## config.mk

```make
export PLATFORM = sky130hd
export DESIGN_NAME = aidr_top
export DESIGN_NICKNAME = d
export VERILOG_FILES = /design/src/design/aidr_pkg.sv /design/src/design/aidr_down_ctr.sv /design/src/design/aidr_top.sv
export SDC_FILE = /design/constraint.sdc
export NUM_CORES = 1
export LEC_CHECK = 0
export BUFFER_PORTS_ARGS = -buffer_cell sky130_fd_sc_hd__buf_2
export CORE_ASPECT_RATIO = 0.9
export CORE_UTILIZATION = 40
export CTS_CLUSTER_DIAMETER = 120
export DETAILED_ROUTE_END_ITERATION = 8
export PLACE_DENSITY = 0.66
export SYNTH_ARGS = -nofsm -noshare
export SYNTH_HDL_FRONTEND = slang
export SYNTH_SLANG_ARGS = --single-unit
```

## constraint.sdc

```tcl
create_clock -name core_clk -period 3.3 [get_ports core_clk]
set_clock_uncertainty 0.1 [all_clocks]
set_input_delay 0.33 -clock core_clk [delete_from_list [all_inputs] [get_ports core_clk]]
set_output_delay 0.33 -clock core_clk [all_outputs]
set_load 0.01 [all_outputs]
```

## src/design/aidr_pkg.sv

```systemverilog
// How it works
// - interrupt source caught on rising edge, routed to bus line 2-7 by software
// - interrupt line driven only while interrupt enable is set
// - each interrupt event held in a flip-flop until software clears it
// - status read shows the interrupt flip-flop as the flag bit
// - a write to the control register clears the interrupt flip-flop unless an event sets it in that cycle
// - request and acknowledge go to DMA channel 1 or 3 by board strap
// - DMA requests raised only while DMA enable is set
// - block ends at controller terminal count, which raises the interrupt
// - with DMA enabled, two byte requests follow every conversion
// - result latched for DMA until the next conversion replaces it
// - low byte delivered first, then high byte
// - pacer timer has three 16-bit down-counters
// - two counters chained on 1 or 10 MHz form pacer; third is free
// - sixteen consecutive register slots from a configurable base
package aidr_pkg;
    localparam int          CLK_HZ        = 10_000_000;
    localparam int          TCLK_SLOW_HZ  = 1_000_000;
    localparam int          TCLK_FAST_HZ  = 10_000_000;
    localparam int          PRE_SLOW      = CLK_HZ / TCLK_SLOW_HZ;
    localparam int          PRE_FAST      = CLK_HZ / TCLK_FAST_HZ;
    localparam int          CONV_MAX_HZ   = 100_000;
    localparam int          CONV_CYCLES   = CLK_HZ / CONV_MAX_HZ;
    localparam int          SYNC_LAT      = 4;
    localparam int          REG_SLOTS     = 16;

    localparam logic [3:0]  IDX_CTRL      = 4'h0;
    localparam logic [3:0]  IDX_STATUS    = 4'h1;
    localparam logic [3:0]  IDX_RESULT    = 4'h2;
    localparam logic [3:0]  IDX_EV_STAT   = 4'h3;
    localparam logic [3:0]  IDX_EV_MASK   = 4'h4;
    localparam logic [3:0]  IDX_CTR0      = 4'h5;
    localparam logic [3:0]  IDX_CTR1      = 4'h6;
    localparam logic [3:0]  IDX_CTR2      = 4'h7;

    localparam int          CTRL_INT_EN   = 0;
    localparam int          CTRL_DMA_EN   = 1;
    localparam int          CTRL_LVL_LO   = 2;
    localparam int          CTRL_FAST     = 5;
    localparam int          ST_INT        = 0;
    localparam int          ST_DRQ        = 1;
    localparam int          ST_BPTR       = 2;
    localparam int          ST_CHAN3      = 3;
    localparam int          EV_CONV       = 0;
    localparam int          EV_TC         = 1;
    localparam int          EV_OVR        = 2;

    localparam int          SY_CONV       = 0;
    localparam int          SY_TC         = 1;
    localparam int          SY_DACK       = 2;
    localparam int          SY_C2CLK      = 3;
    localparam int          SY_CHAN       = 4;
    localparam int          SY_N          = 5;

    localparam logic [2:0]  LVL_MIN       = 3'h2;
    localparam logic [2:0]  LVL_RST       = 3'h2;
    localparam logic [15:0] CTR_RST       = 16'hFFFF;
endpackage

```

## src/design/aidr_down_ctr.sv

```systemverilog
`timescale 1ns/1ps
`default_nettype none
module aidr_down_ctr
    import aidr_pkg::*;
#(
    parameter int W = 16
)(
    input  wire logic         clk,    // core clock
    input  wire logic         rst,    // sync reset
    input  wire logic         load,   // take reload value
    input  wire logic [W-1:0] reload, // reload value
    input  wire logic         tick,   // count enable pulse
    output logic      [W-1:0] count,  // current count
    output logic              wrap    // pulse on terminal count
);
    typedef struct packed {
        logic [W-1:0] cnt;
        logic         wrap;
    } aidr_ctr_t;

    aidr_ctr_t q;
    aidr_ctr_t d;

    if (W < 2)
    begin : g_chk
        $error("counter width too small");
    end

    always_comb
    begin
        d      = q;
        d.wrap = 1'b0;
        if (load)
        begin
            d.cnt = reload;
        end
        else if (tick)
        begin
            if (q.cnt <= W'(1))
            begin
                d.cnt  = reload;
                d.wrap = 1'b1;
            end
            else
            begin
                d.cnt = q.cnt - W'(1);
            end
        end
    end

    always_ff @(posedge clk)
    begin
        if (rst)
        begin
            q.cnt  <= '1;
            q.wrap <= 1'b0;
        end
        else
        begin
            q <= d;
        end
    end

    assign count = q.cnt;
    assign wrap  = q.wrap;
endmodule
`default_nettype wire

```

## src/design/aidr_top.sv

```systemverilog
`timescale 1ns/1ps
`default_nettype none
module aidr_top
    import aidr_pkg::*;
#(
    parameter logic [11:0] BASE_ADDR = 12'h000,
    parameter int          CTR_W     = 16
)(
    input  wire logic        core_clk,    // 10 MHz
    input  wire logic        rst,         // sync, active high
    input  wire logic        psel,        // apb select
    input  wire logic        penable,     // apb enable
    input  wire logic        pwrite,      // apb direction
    input  wire logic [11:0] paddr,       // apb byte address
    input  wire logic [31:0] pwdata,      // apb write data
    output logic      [31:0] prdata,      // apb read data
    output logic             pready,      // apb ready
    output logic             pslverr,     // apb error
    input  wire logic        conv_done,   // a/d end of conversion, pin
    input  wire logic [15:0] conv_data,   // a/d result, stable after eoc
    input  wire logic        dma_tc,      // controller terminal count, pin
    input  wire logic        dack_n,      // dma acknowledge, pin
    input  wire logic        chan3_strap, // board switch: 1 selects ch 3
    input  wire logic        ctr2_clk,    // user counter clock, pin
    output logic             drq1,        // dma request ch 1
    output logic             drq3,        // dma request ch 3
    output logic      [7:0]  dma_data,    // byte on dma read
    output logic      [5:0]  irq_line,    // bus lines 2..7
    output logic             irq,         // masked event interrupt
    output logic             pacer_trig,  // conversion start pulse
    output logic             ctr2_out     // user counter terminal pulse
);
    if (CTR_W != 16)
    begin : g_chk
        $error("pacer counters must be 16 bits");
    end

    // two acknowledges per result, each low and high through the filter
    if (CONV_CYCLES < 4 * SYNC_LAT)
    begin : g_rate
        $error("core clock too slow for the conversion rate");
    end

    typedef struct packed {
        logic [SY_N-1:0]  sa;
        logic [SY_N-1:0]  sb;
        logic [SY_N-1:0]  sc;
        logic [SY_N-1:0]  filt;
        logic             int_en;
        logic             dma_en;
        logic             fast;
        logic [2:0]       lvl;
        logic             int_ff;
        logic [2:0]       ev;
        logic [2:0]       mask;
        logic [15:0]      result;
        logic             drq;
        logic             bptr;
        logic [7:0]       dma_data;
        logic [15:0]      rl0;
        logic [15:0]      rl1;
        logic [15:0]      rl2;
        logic [2:0]       ld;
        logic [3:0]       pre;
        logic             pacer;
        logic             c2out;
        logic             pready;
        logic             pslverr;
        logic [31:0]      prdata;
        logic             irq;
        logic [5:0]       irq_line;
        logic             drq1;
        logic             drq3;
    } aidr_st_t;

    aidr_st_t q;
    aidr_st_t d;

    logic [15:0] cnt0;
    logic [15:0] cnt1;
    logic [15:0] cnt2;
    logic        wrap0;
    logic        wrap1;
    logic        wrap2;
    logic        tick0;
    logic        tick2;

    // pacer: counter 0 on timer clock, counter 1 on counter 0 wrap
    aidr_down_ctr #(.W(CTR_W)) u_ctr0 (
        .clk    (core_clk),
        .rst    (rst),
        .load   (q.ld[0]),
        .reload (q.rl0),
        .tick   (tick0),
        .count  (cnt0),
        .wrap   (wrap0)
    );
    aidr_down_ctr #(.W(CTR_W)) u_ctr1 (
        .clk    (core_clk),
        .rst    (rst),
        .load   (q.ld[1]),
        .reload (q.rl1),
        .tick   (wrap0),
        .count  (cnt1),
        .wrap   (wrap1)
    );
    aidr_down_ctr #(.W(CTR_W)) u_ctr2 (
        .clk    (core_clk),
        .rst    (rst),
        .load   (q.ld[2]),
        .reload (q.rl2),
        .tick   (tick2),
        .count  (cnt2),
        .wrap   (wrap2)
    );

    logic [SY_N-1:0] filt_d;
    logic            conv_ev;
    logic            tc_ev;
    logic            dack_ev;
    logic            in_win;
    logic [3:0]      idx;
    logic            setup;
    logic            acc;
    logic            wr;
    logic [3:0]      pre_max;

    always_comb
    begin
        filt_d  = q.filt;
        for (int i = 0; i < SY_N; i++)
        begin
            if (q.sb[i] == q.sc[i])
            begin
                filt_d[i] = q.sc[i];
            end
        end
        conv_ev = filt_d[SY_CONV] & ~q.filt[SY_CONV];
        tc_ev   = filt_d[SY_TC] & ~q.filt[SY_TC];
        dack_ev = filt_d[SY_DACK] & ~q.filt[SY_DACK];
        tick2   = ~filt_d[SY_C2CLK] & q.filt[SY_C2CLK]; // falling edge counts
        pre_max = q.fast ? 4'(PRE_FAST - 1) : 4'(PRE_SLOW - 1);
        tick0   = (q.pre == pre_max);
        in_win  = (paddr[11:6] == BASE_ADDR[11:6]);
        idx     = paddr[5:2];
        setup   = psel & ~penable & ~q.pready;
        acc     = psel & penable & q.pready;
        wr      = acc & pwrite & in_win;
    end

    always_comb
    begin
        d      = q;
        d.sa   = {chan3_strap, ctr2_clk, ~dack_n, dma_tc, conv_done};
        d.sb   = q.sa;
        d.sc   = q.sb;
        d.filt = filt_d;
        d.ld   = 3'h0;
        d.pre  = tick0 ? 4'h0 : q.pre + 4'h1;
        d.pacer = wrap1;
        d.c2out = wrap2;

        // apb: answer registered at setup, one access cycle
        d.pready  = setup;
        d.pslverr = 1'b0;
        if (setup)
        begin
            d.prdata  = 32'h0000_0000;
            d.pslverr = ~in_win;
            if (in_win)
            begin
                unique case (idx)
                    IDX_CTRL:
                        d.prdata[5:0] = {q.fast, q.lvl, q.dma_en, q.int_en};
                    IDX_STATUS:
                        d.prdata[3:0] = {q.filt[SY_CHAN], q.bptr, q.drq, q.int_ff};
                    IDX_RESULT:  d.prdata[15:0] = q.result;
                    IDX_EV_STAT: d.prdata[2:0]  = q.ev;
                    IDX_EV_MASK: d.prdata[2:0]  = q.mask;
                    IDX_CTR0:    d.prdata[15:0] = cnt0;
                    IDX_CTR1:    d.prdata[15:0] = cnt1;
                    IDX_CTR2:    d.prdata[15:0] = cnt2;
                    default:     d.pslverr = 1'b1;
                endcase
            end
        end

        if (wr)
        begin
            unique case (idx)
                IDX_CTRL:
                begin
                    d.int_en = pwdata[CTRL_INT_EN];
                    d.dma_en = pwdata[CTRL_DMA_EN];
                    d.lvl    = pwdata[CTRL_LVL_LO +: 3];
                    d.fast   = pwdata[CTRL_FAST];
                    d.int_ff = 1'b0;
                end
                IDX_EV_STAT: d.ev   = q.ev & ~pwdata[2:0];
                IDX_EV_MASK: d.mask = pwdata[2:0];
                IDX_CTR0:
                begin
                    d.rl0   = pwdata[15:0];
                    d.ld[0] = 1'b1;
                end
                IDX_CTR1:
                begin
                    d.rl1   = pwdata[15:0];
                    d.ld[1] = 1'b1;
                end
                IDX_CTR2:
                begin
                    d.rl2   = pwdata[15:0];
                    d.ld[2] = 1'b1;
                end
                default: ;
            endcase
        end

        // interrupt flop: set beats the clearing write
        if (conv_ev | tc_ev)
        begin
            d.int_ff = 1'b1;
        end
        if (conv_ev)
        begin
            d.ev[EV_CONV] = 1'b1;
        end
        if (tc_ev)
        begin
            d.ev[EV_TC] = 1'b1;
        end

        // dma: latch result, request two bytes, low first
        if (dack_ev & q.drq)
        begin
            if (!q.bptr)
            begin
                d.bptr     = 1'b1;
                d.dma_data = q.result[15:8];
            end
            else
            begin
                d.drq  = 1'b0;
                d.bptr = 1'b0;
            end
        end
        if (conv_ev)
        begin
            d.result = conv_data;
            if (q.drq)
            begin
                d.ev[EV_OVR] = 1'b1;
            end
            d.drq      = d.dma_en;
            d.bptr     = 1'b0;
            d.dma_data = conv_data[7:0];
        end
        if (!d.dma_en)
        begin
            d.drq = 1'b0;
        end

        d.drq1 = d.drq & ~d.filt[SY_CHAN];
        d.drq3 = d.drq & d.filt[SY_CHAN];
        d.irq  = |(d.ev & d.mask);
        d.irq_line = 6'h00;
        if (d.int_en && d.int_ff && d.lvl >= LVL_MIN)
        begin
            d.irq_line[d.lvl - LVL_MIN] = 1'b1;
        end
    end

    always_ff @(posedge core_clk)
    begin
        if (rst)
        begin
            q     <= '0;
            q.lvl <= LVL_RST;
            q.rl0 <= CTR_RST;
            q.rl1 <= CTR_RST;
            q.rl2 <= CTR_RST;
        end
        else
        begin
            q <= d;
        end
    end

    assign prdata     = q.prdata;
    assign pready     = q.pready;
    assign pslverr    = q.pslverr;
    assign drq1       = q.drq1;
    assign drq3       = q.drq3;
    assign dma_data   = q.dma_data;
    assign irq_line   = q.irq_line;
    assign irq        = q.irq;
    assign pacer_trig = q.pacer;
    assign ctr2_out   = q.c2out;
endmodule
`default_nettype wire

```

Yosys cells after proc, flatten, opt, wreduce, memory -nomap -nowiden --
Cells that the tools add are included.
Word-level totals: flip-flop bits (word level) 194, input bits 70, logic and storage cells 161
Operators by class: $add $sub $neg 5, magnitude comparators 6, eq/ne operators 14, muxes and demuxes 45, bitwise operators 32, reductions and logical operators 24
Operators by type and width (number):
- $mux W16 | 7
- $mux W17 | 3
- $le A16 B1 Y1 const B | 3
- $sub A16 B1 Y16 const B | 3
- $pmux W10 S4 | 1
- $pmux W3 S8 | 1
- $mux W1 | 22
- $mux W10 | 2
- $eq A4 B3 Y1 const B | 4
- $not A1 Y1 | 15
- $and A1 B1 Y1 | 13
- $mux W13 | 1
- $reduce_or A3 Y1 | 4
- $pmux W2 S5 | 1
- $reduce_and A2 Y1 | 5
- $reduce_or A2 Y1 | 5
- $eq A4 B2 Y1 const B | 2
- $mux W8 | 1
- $reduce_bool A2 Y1 | 4
- $reduce_or A8 Y1 | 1
- $mux W7 | 1
- $and A3 B3 Y3 | 2
- $logic_not A6 Y1 | 1
- $mux W3 | 2
- other kinds (16) | 22

Logic depth before layout (Yosys ltp) --
depth after elaboration 10, depth in mapped cells 9, mapped depth without buffers 7

Cells and area by module --
From an unflattened synthesis, not the netlist that was laid out.
Unflattened totals: cell total of the unflattened synthesis 1208, area total of the unflattened synthesis 10148.5 µm²
Modules (own cells, without submodules):
- aidr_top | instances 1, cells each 677, area each 6064.6 µm²
- aidr_down_ctr | instances 3, cells each 177, area each 1361.3 µm²

Worst setup path after synthesis --
OpenSTA, ideal clock, no wires.
kind register to register, start reg u_ctr0.q, in the netlist u_ctr0.count[4], end reg u_ctr0.q, in the netlist u_ctr0.count[13], arrival 2286 ps, path slack 800 ps, stages on the path, launching flop included 8, path buffers 2, clock period less this slack 2500 ps, cells stage by stage dfxtp_1 buf_6 or4_4 buf_6 or4_4 or4_1 xnor2_1 a21o_1
Between the ends: cells in the longest elaborated chain, start to end 4
RTL lines:
- start, declared | RTL line aidr_down_ctr.sv:21 | aidr_ctr_t q;
- $sub A16 B1 Y16 or $le A16 B1 Y1 (tied branches) | RTL line aidr_down_ctr.sv:46, aidr_down_ctr.sv:39
- $mux W16 * | RTL line aidr_down_ctr.sv:39 | if (q.cnt <= W'(1))
- $mux W17 * | RTL line aidr_down_ctr.sv:37 | else if (tick)
- $mux W16 * | RTL line aidr_down_ctr.sv:33 | if (load)
Mark *: on every way between the ends. The rest lies on a longest branch, timed or not. The select of a mux whose other input is x is not followed. A chain may end at the register's enable or synchronous reset.

Worst setup path after layout --
start reg u_ctr0.q, in the netlist u_ctr0.count[4], end reg u_ctr0.q, in the netlist u_ctr0.count[3]
Between the ends: cells in the longest elaborated chain, start to end 4
RTL lines (RTL line):
- $le A16 B1 Y1 | aidr_down_ctr.sv:39
- $mux W16 | aidr_down_ctr.sv:39
- $mux W17 | aidr_down_ctr.sv:37
- $mux W16 | aidr_down_ctr.sv:33
No other way between the ends. The select of a mux whose other input is x is not followed.

==> metrics.sh <==
RUN_STATUS='finished clean'
SYNTHFLOPTYPE='dfxtp_1'
DRT-TOTAL-WL_MM=26.33
CTSHTREEMAXLEVEL=4
LIBRARY_CELL_CONTRIBUTING_THE_LARGEST_SINGLE_DELAY_ON_THE_CRITICAL_PATH='or4_4'
INITIAL_CORE_UTIL_PCT=40.79
CLOCK-SINKS=194
SYNTH-XOR-AREA-SHARE_PCT=1.621
HOLD_END='q[124]'
FINALWEIGHTEDCONGESTION=0.9280
CLOCK-ROOT-BUFFER='clkbuf_16'
FIN_CELLS=1440
PLACEDCELLCOUNT=1404
FINAL_CELL_AREA_MM2=0.01018
SYNTHESIZED_INSTANCE_COUNT=1107
ASYNC_FLOP_SHARE_PCT=0
DIE_HEIGHT_UM=145.7
GRT_FIRST_PASS_WIRELENGTH_MM=41.75
SETUP_WS_PS=522.4
TIGHTESTPINTRANSITION_PS=910.2
DETAIL-ROUTE-ANTENNA-NETS=0
PATH_CELLS='or4_4 > or4_4 > o21ai_1 > o21ai_0 > a221o_1'
AREA.GROWTH.SYNTH_TO_FINAL_PCT=10.85
HOLDCRITPATHCLASS='primary input to register'
ANTENNADIODECOUNT=0
SYNTH_FA_HA_AREA_SHARE_PCT=1.063
COUNT_OF_PINS_ON_THE_BLOCK_BOUNDARY=123
GLOBALROUTEOVERFLOWTOTAL=0
CRITICAL_PATH.ENDPOINT_TYPE='register'
WORSTSETUPPATHTYPE='register to register'
NUMBER_OF_CTS_INSERTED_BUFFERS=17
POST_CTS_RESIZE_COUNT=0
FIN_TNS_SETUP_PS=0
SYNTH_TOP_FAMILY_BY_AREA='simple AND/OR/NAND/NOR gates'
YS_SEQ_ELEMENTS=194
CTS_TREE='done'
ANTENNA_FOUND_INITIAL=0
SYNTH.MOST_COMMON_CELL='nand2_1'
FINAL_HOLD_VIOL_COUNT=0
SYNTH_WARNINGS=0
POST_ROUTE_CELLS_DRIVE_ABOVE_1_SHARE_PCT=15.84
DP_WIRELENGTH_MM=18.36
R2R-END='u_ctr0.count[3]'
WL_PER_CELL_UM=18.28
FINALCRITICALPERIOD_PS=2778
SYNTH_SIMPLE_GATE_AREA_SHARE_PCT=24.80
SYNTH.YOSYS.SEQ_AREA_SHARE_PCT=42.29
CP.REQUIRED_PS=3540
GRT.TOTAL_USAGE_PCT=22.66
FMAX_MHz=360.0
GRT_SETUP_UNREPAIRED='false'
REPORT.POWER.TOTAL_mW=4.665
CLOCK_TREE.BUFFER_DEPTH=2
DRC=0
R2R_START='u_ctr0.count[4]'
REGTOREGSETUPSLACK_PS=520
SYNTH-EDFF-COUNT=0
PATH_MAX_FANOUT=9
LIBRARY_CELL_WITH_THE_LARGEST_SUMMED_AREA_AFTER_SYNTHESIS='dfxtp_1'
DR_TOTAL_VIAS=8176
IO_BUFFERS=88
CP_SLOWEST_STAGE_DELAY_PS=650
FINISH.UTILIZATION_PCT=45.21
ROWS=52
POWER.DENSITY_mW_PER_MM2=458.3
POST_SYNTH_MAIN_AREA_CONTRIBUTORS='dfxtp_1 (42%), nand2_1 (8.3%), a21oi_1 (4.1%), buf_4 (3.8%), nand3_1 (3.1%)'
SYNTHESIZED_AREA_FRACTION_OCCUPIED_BY_AO_OA_AOI_AND_OAI_CELLS_PCT=18.74
DIEAREA_MM2=0.02357
CP.ARRIVAL_PS=3010
R2R_CELLS=5
FIN_CRIT_SH_PCT=84.17
COREAREA_MM2=0.02251
INSERTION_DELAY_PS=440
SLEW_VIOLATIONS=0
TIMING.HOLD.WS_PS=25.98
DRT_FIRST_ITER_VIOLATIONS=812
DETAIL_ROUTE.VIAS_PER_CELL=5.678
POST-PLACE-WS_PS=589.8
MAX-CAP-VIOLATIONS=0
NETLIST-CELL-TYPE-COUNT=76
SYNTH_TOP_AREA_SHARE_PCT=42.29
DETAILEDROUTE.FIRSTPASSITERATIONCOUNT=6
WHS_PATH_CELLS=3
POWER.IR.VDD_WORST_mV=0.3583
TIMING.SLEW.HEADROOM_PCT=39.32
SYNTH.CELL_AREA_MM2=0.009183
POWER.LEAKAGE_nW=4.048
TIMING.HOLD.WORST.START='conv_data[14]'
SETUP.WORST_PATH.START_CLASS='register'
POST_SYNTH_MUX_AREA_SHARE_PCT=3.597
PATH_CLK_SLEW_PS=70
SYN_AVG_CELL_AREA_UM2=8.295
FIN_NETS=1207
GRT_MAX_DEGREE=66
SYNTH_COMMON_CELLS='nand2_1 (204), dfxtp_1 (194), a21oi_1 (76)'
CRITPATHMOSTFREQUENTCELL='or4_4'
PLACED_AREA_MM2=0.009549
SETUP_VIOL=0
FLOORPLAN.DIE.WIDTH_UM=161.7
GRT_PASS1_VIAS=7538
power by group:
part           total (mW)  internal, mW  switching (mW)
combinational       0.210        0.0743           0.136
sequential           2.37          2.35          0.0119
clock                2.09          1.08            1.01
total                4.66          3.51            1.16
routing by layer:
metal  vias to the layer above  global-route usage, %  share of wire [%]
met1                      3924                  32.81                 47
li1                       3937                      -                  -
met4                         0                  6.509                1.6
met2                       284                  33.73                 43
met3                        31                  4.731                7.8
met5                         -                      0                  0
cell usage in the layout (no fill, tap or decap), types with 19 or more instances in the layout:
| cell type | count |
|---|---|
| inv_1 | 19 |
| nand2_1 | 204 |
| a21oi_1 | 76 |
| nor2b_1 | 19 |
| a21o_1 | 23 |
| nand3_1 | 56 |
| o21ai_0 | 42 |
| buf_4 | 19 |
| nor2_1 | 60 |
| dfxtp_1 | 194 |
| buf_2 | 87 |
| nor3_1 | 22 |
area by class of cell:
type / instances / area, µm²
flip-flops and latches: 194 / 3884
well taps: 297 / 371.6
multi-input cells: 787 / 4641
clock buffers: 17 / 425.4
fillers: 2229 / 12330
inverters: 20 / 75.07
repair buffers: 110 / 618.1
clock inverters: 15 / 163.9
kinds of logic after synthesis:
kind of cell,count (synthesis)
mux,28
fa+ha+maj,8
other cells,1
flops,194
buf+inv,141
xor+xnor,17
compound gates,255
simple gates,463
what timing repair did:
action	CTS	global route
hold buffers	4	0
setup buffers	0	0
hold endpoints to repair	4	0
worst max-delay path, delay by kind of cell, from the launching register on:
family / cells / cell delay (ps)
AO/OA/AOI/OAI: 3 / 950
flip-flops: 1 / 420
AND/OR/NAND/NOR: 2 / 1200
worst max-delay path by stage:
stage	startpoint	endpoint	slack, ps
2_1_floorplan	u_ctr0.count[4]	u_ctr0.count[13]	800
3_3_place_gp	u_ctr0.count[4]	u_ctr0.count[3]	650
3_5_place_dp	u_ctr0.count[4]	u_ctr0.count[3]	590
4_1_cts	u_ctr0.count[4]	u_ctr0.count[3]	580
5_1_grt	u_ctr1.count[0]	u_ctr1.count[14]	450
6_report	u_ctr0.count[4]	u_ctr0.count[3]	520
sequential cells by signal, indices dropped and copies added (netlist names):
signal / flops
ctr2_out: 1
irq_line: 6
d: 10
q: 96
u_ctr0.count: 16
pslverr: 1
prdata: 16
drq1: 1
u_ctr2.wrap: 1
u_ctr2.count: 16
u_ctr0.wrap: 1
dma_data: 8
pacer_trig: 1
pready: 1
u_ctr1.count: 16
drq3: 1
u_ctr1.wrap: 1
irq: 1
No activity file was read; power rests on OpenSTA's default activity.
